**src/shared/dual_cc_map.vh**
```
`ifndef DUAL_CC_MAP_VH
`define DUAL_CC_MAP_VH

// ==========================================================
// register byte offsets on the bus
`define CC_OFS_MODE_CONTROL 8'h00
`define CC_OFS_CAPTURE_ONE 8'h04
`define CC_OFS_CAPTURE_TWO 8'h08
`define CC_OFS_COMPARE_ONE 8'h0C
`define CC_OFS_COMPARE_TWO 8'h10
`define CC_OFS_FLAGS 8'h14
`define CC_OFS_PORT 8'h18
`define CC_OFS_STATUS 8'h1C

// ==========================================================
// field positions
`define CC_SET_ONE_MODE_LSB 0
`define CC_SET_TWO_MODE_LSB 4
`define CC_FLAG_OVERFLOW_BIT 0
`define CC_FLAG_SET_ONE_BIT 2
`define CC_FLAG_SET_TWO_BIT 3
`define CC_PORT_DATA_BIT 0
`define CC_PORT_DIR_BIT 1
`define CC_STATUS_PIN_BIT 2

// ==========================================================
// reset values
`define CC_MODE_CONTROL_RESET 8'h00
`define CC_COMPARE_RESET 16'h0000
`define CC_CAPTURE_RESET 16'h0000
`define CC_PORT_DATA_RESET 1'b0
`define CC_PORT_DIR_RESET 1'b1

// ==========================================================
// mode field codes
`define CC_MODE_CAP_FALL 4'h4
`define CC_MODE_CAP_RISE 4'h5
`define CC_MODE_CAP_RISE4 4'h6
`define CC_MODE_CAP_RISE16 4'h7
`define CC_MODE_CMP_SET 4'h8
`define CC_MODE_CMP_CLEAR 4'h9
`define CC_MODE_CMP_TOGGLE 4'hA
`define CC_MODE_CMP_RESERVED 4'hB
`define CC_MODE_CMP_TRIGGER 4'hF

`endif

```
**src/verilog/cc_pin_sync.v**
```verilog
`timescale 1ns/10ps

// ==========================================================
// three-stage synchroniser: level moves once stages two and three agree
module cc_pin_sync
(
  // clock and reset
  input wire clk_i,
  input wire rst_i,
  // raw pin and clean level
  input wire pin_i,
  output reg level_o
);

  reg stage_one;
  reg stage_two;
  reg stage_three;

  // shift chain, first stage read only by the second
  always @(posedge clk_i)
  begin
    if (rst_i)
    begin
      stage_one <= 1'b0;
      stage_two <= 1'b0;
      stage_three <= 1'b0;
      level_o <= 1'b0;
    end
    else
    begin
      stage_one <= pin_i;
      stage_two <= stage_one;
      stage_three <= stage_two;
      if (stage_two == stage_three)
        level_o <= stage_three;
    end
  end

endmodule

```
**src/verilog/cc_edge_prescaler.v**
```verilog
`timescale 1ns/10ps

// ==========================================================
// edge qualifier and prescaler for one register set
module cc_edge_prescaler
(
  // clock and reset
  input wire clk_i,
  input wire rst_i,
  // set is off or not capturing
  input wire clear_i,
  // low two mode bits select the event kind
  input wire [1:0] kind_i,
  // detected pin edges
  input wire rise_i,
  input wire fall_i,
  // qualified capture event, one cycle
  output wire event_o
);

  reg [3:0] count;

  // counter only moves on rising edges and is cleared when not capturing
  always @(posedge clk_i)
  begin
    if (rst_i)
      count <= 4'h0;
    else if (clear_i)
      count <= 4'h0;
    else if (rise_i)
      count <= count + 4'h1;
  end

  // kind: 00 falling, 01 rising, 10 fourth rising, 11 sixteenth rising
  assign event_o = !clear_i && ((kind_i == 2'b00 && fall_i) ||
                                (kind_i == 2'b01 && rise_i) ||
                                (kind_i == 2'b10 && rise_i && count[1:0] == 2'b11) ||
                                (kind_i == 2'b11 && rise_i && count == 4'hF));

endmodule

```
**src/verilog/dual_capture_compare.v**
```verilog
// What this block does
// capture latches 16-bit timebase on pin event
// mode 0100 fall, 0101 rise, 0110/0111 prescaled
// set two mode bits 7-4, one 3-0
// capture sets flag bit 2 or 3
// new capture overwrites unread value
// prescaler cleared when off, non-capture, reset
// prescale change keeps partial count
// software disables set before prescale change
// software masks interrupt during mode change
// port write changing output pin captures
// compare value matched against timebase, flags
// 1000 high, 1001 low, 1010 toggle
// clearing mode resets compare latch default
// 11xx match only sets flag
// 1111 also emits conversion trigger pulse
// trigger never clears the timebase
// trigger never sets overflow flag
// mode 00xx turns set off, resets
// software clocks timebase from instruction clock
// software sets pin direction per mode
// capture input synchronised, edges from samples
`timescale 1ns/10ps
`include "dual_cc_map.vh"

module dual_capture_compare
#(
  parameter ADR_WIDTH = 8
)
(
  // clock and reset
  input wire clk_i,
  input wire rst_i,
  // wishbone slave
  input wire wb_cyc_i,
  input wire wb_stb_i,
  input wire wb_we_i,
  input wire [ADR_WIDTH-1:0] wb_adr_i,
  input wire [3:0] wb_sel_i,
  input wire [31:0] wb_dat_i,
  output reg [31:0] wb_dat_o,
  output reg wb_ack_o,
  // shared timebase count
  input wire [15:0] timebase_i,
  // capture input pin, two-way
  input wire cap_pin_i,
  output reg cap_pin_o,
  output reg cap_pin_oe_o,
  // compare outputs, index 0 is set one
  output reg [1:0] compare_out_o,
  // event flags toward the interrupt logic
  output reg [1:0] event_flag_o,
  // conversion trigger pulses toward the converter
  output reg [1:0] special_event_o
);

  // ==========================================================
  // decode helpers

  // merge the low two byte lanes into a 16-bit value
  function [15:0] lane_merge;
    input [15:0] old_value;
    input [31:0] data;
    input [3:0] sel;
    begin
      lane_merge = old_value;
      if (sel[0])
        lane_merge[7:0] = data[7:0];
      if (sel[1])
        lane_merge[15:8] = data[15:8];
    end
  endfunction

  // mode is one of the capture codes
  function is_capture;
    input [3:0] mode;
    begin
      is_capture = (mode[3:2] == 2'b01);
    end
  endfunction

  // mode drives the compare output latch
  function is_output_compare;
    input [3:0] mode;
    begin
      is_output_compare = (mode == `CC_MODE_CMP_SET) || (mode == `CC_MODE_CMP_CLEAR) ||
                          (mode == `CC_MODE_CMP_TOGGLE);
    end
  endfunction

  // idle level of the compare latch for a mode
  function latch_default;
    input [3:0] mode;
    begin
      latch_default = (mode == `CC_MODE_CMP_CLEAR);
    end
  endfunction

  // ==========================================================
  // state

  reg [7:0] mode_control;
  reg [15:0] compare_value [0:1];
  reg [15:0] capture_value [0:1];
  reg [1:0] compare_latch;
  reg [1:0] compare_entered;
  reg [1:0] match_prev;
  reg port_data;
  reg pin_direction;
  reg source_prev;

  wire pin_level;
  wire request;
  wire do_write;
  wire do_flag_clear;
  wire [1:0] capture_event;
  wire [1:0] match_now;
  wire [3:0] set_mode [0:1];
  wire source_level;
  wire source_rise;
  wire source_fall;
  wire [1:0] flag_clear;
  wire next_port_data;
  wire next_pin_direction;
  reg [31:0] next_read_data;

  // mode fields of both sets
  assign set_mode[0] = mode_control[`CC_SET_ONE_MODE_LSB+3:`CC_SET_ONE_MODE_LSB];
  assign set_mode[1] = mode_control[`CC_SET_TWO_MODE_LSB+3:`CC_SET_TWO_MODE_LSB];

  // ==========================================================
  // bus slave

  // a request is taken once, the cycle before ack
  assign request = wb_cyc_i && wb_stb_i && !wb_ack_o;
  assign do_write = request && wb_we_i;
  assign do_flag_clear = do_write && (wb_adr_i == `CC_OFS_FLAGS) && wb_sel_i[0];
  assign flag_clear[0] = do_flag_clear && wb_dat_i[`CC_FLAG_SET_ONE_BIT];
  assign flag_clear[1] = do_flag_clear && wb_dat_i[`CC_FLAG_SET_TWO_BIT];

  // ack one cycle after the request, dropped the cycle after
  always @(posedge clk_i)
  begin
    if (rst_i)
      wb_ack_o <= 1'b0;
    else
      wb_ack_o <= request;
  end

  // read mux, unmapped addresses read zero
  always @*
  begin
    next_read_data = 32'h0000_0000;
    case (wb_adr_i)
      `CC_OFS_MODE_CONTROL: next_read_data[7:0] = mode_control;
      `CC_OFS_CAPTURE_ONE: next_read_data[15:0] = capture_value[0];
      `CC_OFS_CAPTURE_TWO: next_read_data[15:0] = capture_value[1];
      `CC_OFS_COMPARE_ONE: next_read_data[15:0] = compare_value[0];
      `CC_OFS_COMPARE_TWO: next_read_data[15:0] = compare_value[1];
      `CC_OFS_FLAGS:
      begin
        next_read_data[`CC_FLAG_SET_ONE_BIT] = event_flag_o[0];
        next_read_data[`CC_FLAG_SET_TWO_BIT] = event_flag_o[1];
        next_read_data[`CC_FLAG_OVERFLOW_BIT] = 1'b0;
      end
      `CC_OFS_PORT:
      begin
        next_read_data[`CC_PORT_DATA_BIT] = port_data;
        next_read_data[`CC_PORT_DIR_BIT] = pin_direction;
      end
      `CC_OFS_STATUS:
      begin
        next_read_data[1:0] = compare_latch;
        next_read_data[`CC_STATUS_PIN_BIT] = pin_level;
      end
      default: next_read_data = 32'h0000_0000;
    endcase
  end

  // read data registered alongside ack
  always @(posedge clk_i)
  begin
    if (rst_i || !(request && !wb_we_i))
      wb_dat_o <= 32'h0000_0000;
    else
      wb_dat_o <= next_read_data;
  end

  // mode control register, byte lane zero
  always @(posedge clk_i)
  begin
    if (rst_i)
      mode_control <= `CC_MODE_CONTROL_RESET;
    else if (do_write && wb_adr_i == `CC_OFS_MODE_CONTROL && wb_sel_i[0])
      mode_control <= wb_dat_i[7:0];
  end

  // compare values, writable in any mode
  always @(posedge clk_i)
  begin
    if (rst_i)
    begin
      compare_value[0] <= `CC_COMPARE_RESET;
      compare_value[1] <= `CC_COMPARE_RESET;
    end
    else if (do_write && wb_adr_i == `CC_OFS_COMPARE_ONE)
      compare_value[0] <= lane_merge(compare_value[0], wb_dat_i, wb_sel_i);
    else if (do_write && wb_adr_i == `CC_OFS_COMPARE_TWO)
      compare_value[1] <= lane_merge(compare_value[1], wb_dat_i, wb_sel_i);
  end

  // port data latch and direction bit, next values also feed the pin driver
  assign next_port_data = (do_write && wb_adr_i == `CC_OFS_PORT && wb_sel_i[0]) ? wb_dat_i[`CC_PORT_DATA_BIT] :
                          port_data;
  assign next_pin_direction = (do_write && wb_adr_i == `CC_OFS_PORT && wb_sel_i[0]) ? wb_dat_i[`CC_PORT_DIR_BIT] :
                              pin_direction;

  always @(posedge clk_i)
  begin
    if (rst_i)
    begin
      port_data <= `CC_PORT_DATA_RESET;
      pin_direction <= `CC_PORT_DIR_RESET;
    end
    else
    begin
      port_data <= next_port_data;
      pin_direction <= next_pin_direction;
    end
  end

  // ==========================================================
  // capture input path

  cc_pin_sync u_pin_sync
  (
    .clk_i(clk_i),
    .rst_i(rst_i),
    .pin_i(cap_pin_i),
    .level_o(pin_level)
  );

  // an output pin captures its own driven level, so port writes count
  assign source_level = pin_direction ? pin_level : cap_pin_o;

  // previous sample for edge detection
  always @(posedge clk_i)
  begin
    if (rst_i)
      source_prev <= 1'b0;
    else
      source_prev <= source_level;
  end

  assign source_rise = source_level && !source_prev;
  assign source_fall = !source_level && source_prev;

  // pin driver: set one compare latch owns it in output compare modes
  always @(posedge clk_i)
  begin
    if (rst_i)
    begin
      cap_pin_o <= `CC_PORT_DATA_RESET;
      cap_pin_oe_o <= 1'b0;
    end
    else
    begin
      cap_pin_oe_o <= !next_pin_direction;
      cap_pin_o <= is_output_compare(set_mode[0]) ? compare_latch[0] : next_port_data;
    end
  end

  // ==========================================================
  // per-set capture and compare

  genvar g;
  generate
    for (g = 0; g < 2; g = g + 1)
    begin : g_set
      // prescaler cleared whenever the set is not capturing
      cc_edge_prescaler u_prescaler
      (
        .clk_i(clk_i),
        .rst_i(rst_i),
        .clear_i(!is_capture(set_mode[g])),
        .kind_i(set_mode[g][1:0]),
        .rise_i(source_rise),
        .fall_i(source_fall),
        .event_o(capture_event[g])
      );
      // match detected once, on the cycle equality starts
      assign match_now[g] = (set_mode[g][3] == 1'b1) && (set_mode[g] != `CC_MODE_CMP_RESERVED) &&
                            (compare_value[g] == timebase_i);

      // capture register, overwritten by every capture
      always @(posedge clk_i)
      begin
        if (rst_i)
          capture_value[g] <= `CC_CAPTURE_RESET;
        else if (capture_event[g])
          capture_value[g] <= timebase_i;
      end
      // match history; an idle set never matches, so it also clears while off
      always @(posedge clk_i)
      begin
        if (rst_i)
          match_prev[g] <= 1'b0;
        else
          match_prev[g] <= match_now[g];
      end

      // event flag: hardware set wins over software clear
      always @(posedge clk_i)
      begin
        if (rst_i)
          event_flag_o[g] <= 1'b0;
        else if (capture_event[g] || (match_now[g] && !match_prev[g]))
          event_flag_o[g] <= 1'b1;
        else if (flag_clear[g])
          event_flag_o[g] <= 1'b0;
      end

      // compare output latch, independent of the port data latch; mode default loaded once on entry only,
      // so a cleared flag never brings a clear-on-match latch back to one
      always @(posedge clk_i)
      begin
        if (rst_i || !is_output_compare(set_mode[g]))
        begin
          compare_latch[g] <= 1'b0;
          compare_entered[g] <= 1'b0;
        end
        else
        begin
          compare_entered[g] <= 1'b1;
          if (match_now[g] && !match_prev[g])
          begin
            case (set_mode[g])
              `CC_MODE_CMP_SET: compare_latch[g] <= 1'b1;
              `CC_MODE_CMP_CLEAR: compare_latch[g] <= 1'b0;
              `CC_MODE_CMP_TOGGLE: compare_latch[g] <= !compare_latch[g];
              default: compare_latch[g] <= compare_latch[g];
            endcase
          end
          else if (!compare_entered[g])
            compare_latch[g] <= latch_default(set_mode[g]);
        end
      end

      // compare pin follows the latch; trigger pulse only in 1111, the timebase is never touched here
      always @(posedge clk_i)
      begin
        if (rst_i)
        begin
          compare_out_o[g] <= 1'b0;
          special_event_o[g] <= 1'b0;
        end
        else
        begin
          compare_out_o[g] <= compare_latch[g];
          special_event_o[g] <= (set_mode[g] == `CC_MODE_CMP_TRIGGER) && match_now[g] &&
                                !match_prev[g];
        end
      end
    end
  endgenerate

endmodule

```
**config.mk**
```make
export PLATFORM = sky130hd
export DESIGN_NAME = dual_capture_compare
export DESIGN_NICKNAME = d
export VERILOG_FILES = /design/src/verilog/cc_pin_sync.v /design/src/verilog/cc_edge_prescaler.v /design/src/verilog/dual_capture_compare.v
export VERILOG_INCLUDE_DIRS = /design/src /design/src/shared
export SDC_FILE = /design/constraint.sdc
export NUM_CORES = 1
export LEC_CHECK = 0
export ABC_CLOCK_PERIOD_IN_PS = 5050
export BUFFER_PORTS_ARGS = -buffer_cell sky130_fd_sc_hd__buf_2
export CAP_MARGIN = 20
export CORE_ASPECT_RATIO = 0.75
export CORE_MARGIN = 4
export CORE_UTILIZATION = 45
export CTS_CLUSTER_DIAMETER = 30
export DETAILED_ROUTE_END_ITERATION = 16
export PLACE_DENSITY = 0.67
export SLEW_MARGIN = 30
export SYNTH_ARGS = -nofsm -noshare
export SYNTH_HDL_FRONTEND = slang
export SYNTH_SLANG_ARGS = --single-unit
```
**constraint.sdc**
```tcl
create_clock -name clk_i -period 5.05 [get_ports clk_i]
set_clock_uncertainty 0.2 [all_clocks]
set_input_delay 0.2525 -clock clk_i [delete_from_list [all_inputs] [get_ports clk_i]]
set_output_delay 0.2525 -clock clk_i [all_outputs]
set_load 0.1 [all_outputs]
```
==> reports/results.ini, run 1 <==
[synth]
syn_inst = 485
synthFlopType = edfxtp_1
synth-edff-count = 64
syn_area_sq_um = 5450
avgSynthCellArea_sq_um = 11.2
synthDistinctLibCells = 51
ys_seq_area_frac = 0.551
ys_warn_count = 0
ys_async_sr_fraction = 0
synth-seq-cells = 118

[worst_hold_path]
hp-class = in -> reg
hold_start = timebase_i[8]

[sta]
fin_crit_ns = 2.80
post-route-period-util = 0.555
worst_pin_slew_ns = 1.01
hold_viol = 0
fmaxAchievable_mhz = 357
rsz0062_at_grt = no
slew_violations = 0
relSlewSlack = 0.326
finalSetupViolCount = 0
finalSetupTns_ns = 0

[pwr]
leakage_nw = 2.54
clkPwrFrac = 0.493
p_sw_uw = 551
switching_share = 0.226
seqPwrFrac = 0.427
p_int_mw = 1.89
p_total_mw = 2.44
ir_worst_vdd_v = 0.000233
power_frac_comb = 0.080
pwr_density_cell_nw_per_um2 = 361

[clocking]
cts_buffer_depth = 2
cts_setup_buffers = 0
cts_resized = 0
insertion_delay_ns = 0.41
clock-sinks = 118
cts_tree = built
root_buffer = clkbuf_16
htreeDepth = 4
clkTransAtPathRegs_ns = 0.05
cts-buffers-inserted = 17

[cells_and_area]
n_antenna_cell = 0
instances_no_fill = 755
fill_cells = 975
fin_nets = 648
area_growth_pct = 24.1
drive_gt1_frac = 0.206

[route]
wl_um = 14500
drc = 0
wl_per_cell_um = 19.2
first_iter_violations = 386
detail-route-antenna-nets = 0
dr.pass1.iters = 5
viasPerCell = 5.44
vias = 4105

[placed_design]
io_buffers = 72
dpl.cell_count = 694
dp_hpwl_um = 9910
place_congestion = 0.923

[global_routing]
antenna_found_initial = 0
overflow = 0
grt_use_total = 0.212
grt_pass1_vias = 4095
grt_start_max_net_pins = 37
grt_first_pass_wirelength_um = 21800

[worst_setup_path]
start_kind = flip-flop
worst-setup-path-type = reg -> reg
critPathCaptureType = flip-flop
cp.required_ns = 4.89
arrival_ns = 2.64
crit_path_start = pin_direction
path_max_fanout = 16
crit-reg2reg-launch = pin_direction

[run]
maxCapViolations = 0

[floorplanning]
ios = 107
die_x_um = 135
die-area_sq_um = 13900
initial_core_util = 0.466
fp.dieH_um = 103
coreArea_sq_um = 11700
row_count = 34

[run_status]
outcome = completed

kinds of logic (layout without fill, tap and decap cells):
logic type	Yosys count	count (layout)	share of synthesized area
fa+ha+maj	2	2	0.00459
buf+inv	45	138	0.0446
flops	118	118	0.551
xor+xnor	33	33	0.0531
compound gates	62	62	0.0802
simple gates	190	190	0.189
other cells	1	16	0.000688
mux	34	34	0.0769
sequential cells by signal, summed over array words and instances (netlist names), 8 cells and up:
register / count
capture_value: 32
wb_dat_o: 16
g_set.u_prescaler.count: 8
mode_control: 8
compare_value: 32
final timing paths:
kind              cells after the start  slack [ns]             endpoint
setup / recovery                      5        2.25  capture_value[1][9]
hold / removal                        2        0.02  capture_value[0][8]
setup reg to reg                      5        2.25  capture_value[1][9]
hold reg to reg                       1        0.23   special_event_o[0]
metal layers:
layer | up-vias | share of wire | GRT usage
li1 | 1912 | - | -
met1 | 1985 | 0.45 | 0.285
met2 | 193 | 0.45 | 0.338
met3 | 15 | 0.094 | 0.0759
met4 | 0 | 0.0090 | 0.0418
met5 | - | 0 | 0
layout make-up:
cell class / count / area [sq um] / area share
clock buffer: 27 / 589 / 0.0872
clock inverter: 5 / 25.0 / 0.00370
inverter: 4 / 15.0 / 0.00222
multi-input combinational: 337 / 2270 / 0.335
sequential: 118 / 3000 / 0.444
tap: 162 / 203 / 0.0300
timing repair buffer: 102 / 658 / 0.0973
power by group through the flow:
stage | combinational (mW) | clock, mW | sequential, mW
floorplan | 0.132 | 0 | 1.06
global placement | 0.172 | 0 | 1.06
detailed placement | 0.174 | 0 | 1.06
CTS | 0.192 | 1.22 | 1.04
global route | 0.205 | 1.27 | 1.04
finish | 0.195 | 1.20 | 1.04
cells in the final DEF, fill, tap and decap left out, drive strengths merged, types with 3 or more instances in the layout:
| cell type | instances |
|---|---|
| clkinv | 5 |
| a2bb2oi | 3 |
| or3b | 3 |
| dlygate4sd3 | 29 |
| mux4 | 6 |
| nand3b | 6 |
| a32oi | 3 |
| a31oi | 5 |
| nand4 | 7 |
| nor3b | 3 |
| o21bai | 4 |
| conb | 16 |
| nand2b | 8 |
| clkbuf | 27 |
| nor2 | 35 |
| o21ai | 9 |
| nand3 | 4 |
| inv | 4 |
| nand2 | 44 |
| xnor2 | 26 |
| a21oi | 12 |
| mux2 | 3 |
| nor4 | 7 |
| dfxtp | 54 |
| buf | 73 |
| mux2i | 25 |
| and2 | 42 |
| nor2b | 10 |
| a22oi | 9 |
| xor2 | 7 |
| nor3 | 12 |
| edfxtp | 64 |
| o22a | 8 |
Yosys cell counts, types with 4 or more instances:
cell type | number | area, sq um
nand2_1 | 44 | 165
o21ai_0 | 9 | 45.0
mux4_2 | 6 | 135
nand3_1 | 4 | 20.0
nor2_1 | 34 | 128
nor3_1 | 12 | 60.1
o22a_1 | 8 | 70.1
nand2b_1 | 8 | 50.1
inv_1 | 4 | 15.0
buf_2 | 5 | 25.0
xnor2_1 | 26 | 228
nand4_1 | 7 | 43.8
edfxtp_1 | 64 | 1920
buf_1 | 7 | 26.3
a31oi_1 | 5 | 31.3
buf_4 | 16 | 120
dfxtp_1 | 54 | 1080
a21oi_1 | 12 | 60.1
a22oi_1 | 9 | 67.6
nand3b_1 | 6 | 45.0
nor4_1 | 6 | 37.5
mux2i_1 | 25 | 250
nor2b_1 | 10 | 62.6
xor2_1 | 7 | 61.3
o21bai_1 | 4 | 30.0
and2_1 | 42 | 263
clkbuf_1 | 12 | 45.0
metrics by stage:
step | hold slack [ns] | setup slack [ns] | instance area [sq um] | utilization
3_3_place_gp | 0.211 | 1.97 | 5850 | 0.500
2_1_floorplan | 0.129 | 1.79 | 5500 | -
3_5_place_dp | 0.217 | 1.91 | 5850 | 0.500
6_report | 0.0176 | 2.25 | 6760 | 0.578
5_1_grt | 0.00634 | 2.09 | 6760 | 0.578
4_1_cts | 0.00265 | 1.92 | 6750 | 0.577
critical path, stage by stage (launching register included):
cell	delay [ns]
dfxtp_1	0.37
mux2i_1	0.18
nor2_2	0.41
a22oi_1	0.30
or3b_2	0.53
nand2b_2	0.43
repair_timing:
item | in CTS | in global routing
setup endpoints to repair | 0 | 0
endpoints found under the hold margin | 53 | 0
hold buffers | 29 | 0
No activity file was read; power rests on OpenSTA's default activity.
==> run 2: changes to the inputs <==
ABC_CLOCK_PERIOD_IN_PS = 2300   (was 5050)
PLACE_DENSITY = 0.7   (was 0.67)
clock period = 2.3 ns   (was 5.05 ns; I/O delays follow)
==> run 2 against run 1 <==
Against the previous run: fmax grew 28%; non-clock buffer count grew 43; critical path depth grew 2; core utilization grew 2.9 points; sequential share of layout area shrank 2.1 points; cell count grew 5.8%; count of clock-buffer cells in the layout grew 1; register-to-register slack lost 2.1 ns; critical path type unchanged; critical endpoint is now special_event_o[1]; largest power group unchanged; highest routed layer unchanged.
==> reports/results.ini, run 2 (synthesis results as in run 1) <==
[run_status]
outcome = completed

[global_routing]
overflow = 0  ; unchanged
grt_pass1_vias = 4256  ; +3.9%
grt_start_max_net_pins = 27  ; -27%
grt_first_pass_wirelength_um = 22500  ; +3.2%
antenna_found_initial = 0  ; unchanged
grt_use_total = 0.217  ; +0.00514

[pwr]
p_total_mw = 5.13  ; +110%
leakage_nw = 2.73  ; +7.5%
ir_worst_vdd_v = 0.000575  ; +150%
pwr_density_cell_nw_per_um2 = 722  ; +100%

[clocking]
cts_tree = built
cts_setup_buffers = 0  ; unchanged
insertion_delay_ns = 0.41  ; about the same
root_buffer = clkbuf_16
htreeDepth = 4  ; unchanged
clock-sinks = 118  ; unchanged
cts_buffer_depth = 2  ; unchanged
clkTransAtPathRegs_ns = 0.05  ; about the same
cts-buffers-inserted = 17  ; unchanged

[route]
viasPerCell = 5.37  ; -1.3%
drc = 0  ; unchanged
wl_um = 14800  ; +1.9%
dr.pass1.iters = 5  ; unchanged
first_iter_violations = 354  ; -8.3%
detail-route-antenna-nets = 0  ; unchanged
wl_per_cell_um = 18.5  ; -3.7%
vias = 4288  ; +4.5%

[placed_design]
place_congestion = 0.882  ; -4.4%
dpl.cell_count = 729  ; +5.0%
postPlaceCellArea_sq_um = 6160  ; +5.4%
io_buffers = 72  ; unchanged
dpl_worst_slack_ns = -0.0869  ; -2.00 ns
dp_hpwl_um = 10400  ; +5.4%

[sta]
finalWorstSetupSlack_ns = 0.105  ; -2.14 ns
rsz0062_at_grt = no
relSlewSlack = 0.653  ; +0.327
whs_ns = 0.0255  ; +0.00788 ns
finalSetupTns_ns = 0  ; unchanged
post-route-period-util = 0.954  ; +0.399
finalSetupViolCount = 0  ; unchanged
fmaxAchievable_mhz = 456  ; +28%
hold_viol = 0  ; unchanged
worst_pin_slew_ns = 0.515  ; -0.494 ns
fin_crit_ns = 2.19  ; -0.610 ns
slew_violations = 0  ; unchanged

[floorplanning]
initial_core_util = 0.466  ; unchanged
coreArea_sq_um = 11700  ; unchanged
die_x_um = 135  ; unchanged
die-area_sq_um = 13900  ; unchanged
row_count = 34  ; unchanged
ios = 107  ; unchanged
fp.dieH_um = 103  ; unchanged

[cells_and_area]
drive_gt1_frac = 0.246  ; +0.0407
final_cell_area_sq_um = 7110  ; +5.1%
final_cell_mix = buf_2 (72), edfxtp_1 (64), dfxtp_1 (53)
area_growth_pct = 30.4
instances_no_fill = 799  ; +5.8%
final_util = 0.607  ; +0.0294
layout_commonest_cell = buf_2
fill_cells = 961  ; -1.4%
reg_top3 = capture_value: 32 flops, compare_value: 32 flops, wb_dat_o: 16 flops
fin_nets = 692  ; +6.8%
n_antenna_cell = 0  ; unchanged

[worst_setup_path]
reg2reg_slack_ns = 0.11  ; -2.14 ns
cp_cell_sequence = xnor2_1, nand4_1, a2111oi_2, buf_4, nand2_1, nor4_2, buf_4
cp.required_ns = 2.46  ; -2.43 ns
worst-setup-path-type = reg -> reg
critPathTopFamily = simple AND/OR/NAND/NOR gates
cpMostUsedCell = buf_4
start_kind = flip-flop
critPathCaptureType = flip-flop
arrival_ns = 2.36  ; -0.28 ns
cp_num_buf_inv = 2  ; +2
slowest_stage = edfxtp_1
crit_path_max_incr_delay_ns = 0.41  ; -0.12 ns
path_max_fanout = 2  ; -14

[run]
maxCapViolations = 0  ; unchanged

[worst_hold_path]
hp-class = in -> reg

run 2: cell count changes in the layout (fill, tap and decap cells not counted), moves of 2 or more:
cell,change
clkbuf_1,+3
nand2b_2,-2
clkbuf_16,-5
buf_12,+2
dlygate4sd3_1,+8
a2111oi_2,+2
buf_4,+33
nand2b_4,+2
a2111oi_0,-2
nor2_1,+2
nor2_2,-3
clkbuf_8,+3
run 2: metal layers:
layer	global-route usage	routed length, um
met3	0.0624	1410
met5	0	0
met2	0.337	6660
met4	0.0682	185
met1	0.299	6510
run 2: where the power goes:
part           switching, mW  internal, mW
combinational          0.297         0.167
clock                  0.868          1.51
sequential            0.0252          2.26
total                   1.19          3.94
run 2: timing repair:
| action | in CTS | in global routing |
|---|---|---|
| endpoints found under the hold margin | 89 | 0 |
| setup endpoints to repair | 1 | 20 |
| gates cloned | 0 | 1 |
| pin swaps | 0 | 0 |
| hold buffers | 37 | 0 |
| resized for setup | 2 | 5 |
run 2: path summary, 6_finish.rpt:
check                            start                 end  depth (start not counted)
setup / recovery  compare_value[0][26]  special_event_o[1]                          7
hold / removal             wb_adr_i[5]         wb_dat_o[0]                          5
hold reg to reg          match_prev[0]  special_event_o[0]                          1
setup reg to reg  compare_value[0][26]  special_event_o[1]                          7
run 2: layout make-up:
cell class,count,area [sq um],area share
Clock buffer,28,517,0.0727
Inverter,4,15.0,0.00211
Multi-Input combinational cell,338,2320,0.326
Clock inverter,4,20.0,0.00282
Sequential cell,118,3010,0.423
Timing Repair Buffer,145,1030,0.144
Tap cell,162,203,0.0285
run 2: worst min-delay path, stage by stage:
cell	delay, ns
buf_2	0.12
nor2_1	0.07
nand3b_1	0.11
buf_4	0.13
nor3_1	0.04
==> run 3: changes to the inputs <==
CORE_ASPECT_RATIO = 0.6   (was 0.75)
CORE_MARGIN = unset   (was 4)
==> run 3 against run 2 <==
Against the previous run: via count grew 2.1%; die area shrank 9.9%; largest power group unchanged; first-iteration DRC count grew 19%; register-to-register slack is essentially flat; final area grew 1.8%; critical endpoint is now capture_value[1][9].
==> reports/results.ini, run 3 (synthesis results as in run 1) <==
[run_status]
outcome = completed

[global_routing]
met3_usage = 0.0902  ; +0.0278
overflow = 0  ; unchanged
gr-usage-met2 = 0.372  ; +0.0359
antenna_found_initial = 0  ; unchanged
grt_use_total = 0.255  ; +0.0374
grt_start_max_net_pins = 25  ; -7.4%
top_usage_layer = met2
met1_usage = 0.352  ; +0.0533
grt_first_pass_wirelength_um = 22700  ; +0.79%
grt_pass1_vias = 4205  ; -1.2%

[pwr]
ir_worst_vdd_v = 0.000597  ; +3.9%
switching_share = 0.233  ; +0.00103
leakage_nw = 2.81  ; +2.7%
seqPwrFrac = 0.425  ; -0.021
p_int_mw = 4.13  ; +4.8%
clkPwrFrac = 0.486  ; +0.022
p_sw_mw = 1.25  ; +5.5%
pwr_density_cell_nw_per_um2 = 744  ; +3.1%
power_frac_comb = 0.089  ; about the same

[floorplanning]
ios = 107  ; unchanged
fp.dieH_um = 87.2  ; -16%
die_x_um = 144  ; +6.7%
initial_core_util = 0.473  ; +0.00708
die-area_sq_um = 12600  ; -9.9%
coreArea_sq_um = 11500  ; -1.5%
row_count = 30  ; -12%

[placed_design]
place_congestion = 0.876  ; -0.66%
io_buffers = 72  ; unchanged
postPlaceCellArea_sq_um = 6190  ; +0.45%
dp_hpwl_um = 10500  ; +0.83%

[cells_and_area]
n_antenna_cell = 0  ; unchanged
drive_gt1_frac = 0.255  ; +0.00859
ff_latch_area_sq_um = 3010  ; unchanged
fin_nets = 698  ; +0.87%
fill_cells = 934  ; -2.8%
final_cell_mix = buf_2 (72), edfxtp_1 (64), dfxtp_1 (53)
layout_commonest_cell = buf_2
area_growth_pct = 32.8
reg_top3 = capture_value: 32 flops, compare_value: 32 flops, wb_dat_o: 16 flops
multi_input_area_sq_um = 2350  ; +1.2%
final_cell_area_sq_um = 7240  ; +1.8%

[sta]
fin_crit_ns = 2.20  ; +0.00715 ns
hold_viol = 0  ; unchanged
worst_pin_slew_ns = 0.624  ; +0.108 ns
finalSetupTns_ns = 0  ; unchanged
relSlewSlack = 0.580  ; -0.0728
finalSetupViolCount = 0  ; unchanged
post-route-period-util = 0.957  ; +0.00311
slew_violations = 0  ; unchanged
whs_ns = 0.0799  ; +0.0544 ns
fmaxAchievable_mhz = 454  ; -0.32%

[clocking]
clock-sinks = 118  ; unchanged
root_buffer = clkbuf_16
cts_buffer_depth = 2  ; unchanged
clkTransAtPathRegs_ns = 0.05  ; about the same
cts_setup_buffers = 0  ; unchanged
htreeDepth = 4  ; unchanged
insertion_delay_ns = 0.42  ; about the same
cts_tree = built
cts-buffers-inserted = 17  ; unchanged

[worst_setup_path]
reg2reg_slack_ns = 0.1  ; about the same
crit-reg2reg-launch = pin_direction
critPathCaptureType = flip-flop
r2r_end = capture_value[1][9]
start_kind = flip-flop
arrival_ns = 2.17  ; -0.19 ns
rr_worst_depth = 7  ; unchanged
endpoint = capture_value[1][9]
path_max_fanout = 8  ; +6
cp.required_ns = 2.27  ; -0.19 ns
worst-setup-path-type = reg -> reg
crit_path_start = pin_direction

[route]
detail-route-antenna-nets = 0  ; unchanged
dr.pass1.iters = 5  ; unchanged
first_iter_violations = 420  ; +19%
vias = 4379  ; +2.1%
drc = 0  ; unchanged
viasPerCell = 5.45  ; +1.6%
wl_um = 15400  ; +4.2%
wl_per_cell_um = 19.1  ; +3.7%

[run]
maxCapViolations = 0  ; unchanged

[worst_hold_path]
hp-class = in -> reg

run 3: layout make-up:
| type | count | share of cell area |
|---|---|---|
| multi-input cells | 338 | 0.324 |
| clock inverters | 7 | 0.00847 |
| repair buffers | 151 | 0.149 |
| clock buffers | 25 | 0.0731 |
| flip-flops and latches | 118 | 0.416 |
| well taps | 160 | 0.0277 |
| inverters | 4 | 0.00208 |
run 3: power groups by stage:
stage	clock (mW)	combinational (mW)	sequential, mW
global placement	0	0.403	2.33
finish	2.62	0.477	2.29
global route	2.74	0.501	2.29
floorplan	0	0.290	2.33
CTS	2.63	0.460	2.29
detailed placement	0	0.408	2.33
run 3: through the flow:
| step | instances | util | total power [mW] | worst slack (ns) |
|---|---|---|---|---|
| floorplan | 500 | - | 2.62 | 0.00547 |
| finish | 803 | 0.628 | 5.39 | 0.0979 |
| global route | 803 | 0.628 | 5.53 | -0.00667 |
| detailed placement | 731 | 0.537 | 2.74 | -0.0639 |
| global placement | 731 | 0.537 | 2.73 | -0.0267 |
| CTS | 802 | 0.623 | 5.38 | 0.0114 |
run 3: metal layers:
layer,part of all wire,vias up
met3,0.13,16
met5,0,-
met2,0.42,251
li1,-,2003
met4,0.0096,0
met1,0.44,2109
run 3: worst min path at each step:
| stage | slack [ns] | depth (start not counted) | end | from |
|---|---|---|---|---|
| finish | 0.08 | 4 | event_flag_o[0] | wb_sel_i[0] |
| global route | 0.14 | 4 | event_flag_o[0] | wb_sel_i[0] |
| CTS | 0.05 | 4 | event_flag_o[0] | wb_sel_i[0] |
| detailed placement | 0.13 | 2 | u_pin_sync.stage_one | cap_pin_i |
| global placement | 0.13 | 2 | u_pin_sync.stage_one | cap_pin_i |
| floorplan | -0.009 | 1 | wb_dat_o[3] | wb_we_i |
run 3: worst max-delay path: stages (launching register included):
cell     delay (ns)
dfxtp_1        0.43
mux2i_4        0.37
nor2_4         0.11
a22oi_1        0.23
buf_4          0.18
nor2_1         0.07
buf_4          0.19
and2_1         0.17
run 3: what timing repair did:
item                                    in CTS  in global routing
hold endpoints to repair                    91                  0
endpoints found under the setup margin       1                 61
gates resized for setup                      2                  9
pin swaps                                    0                  1
gates cloned                                 0                  1
hold buffers                                39                  0
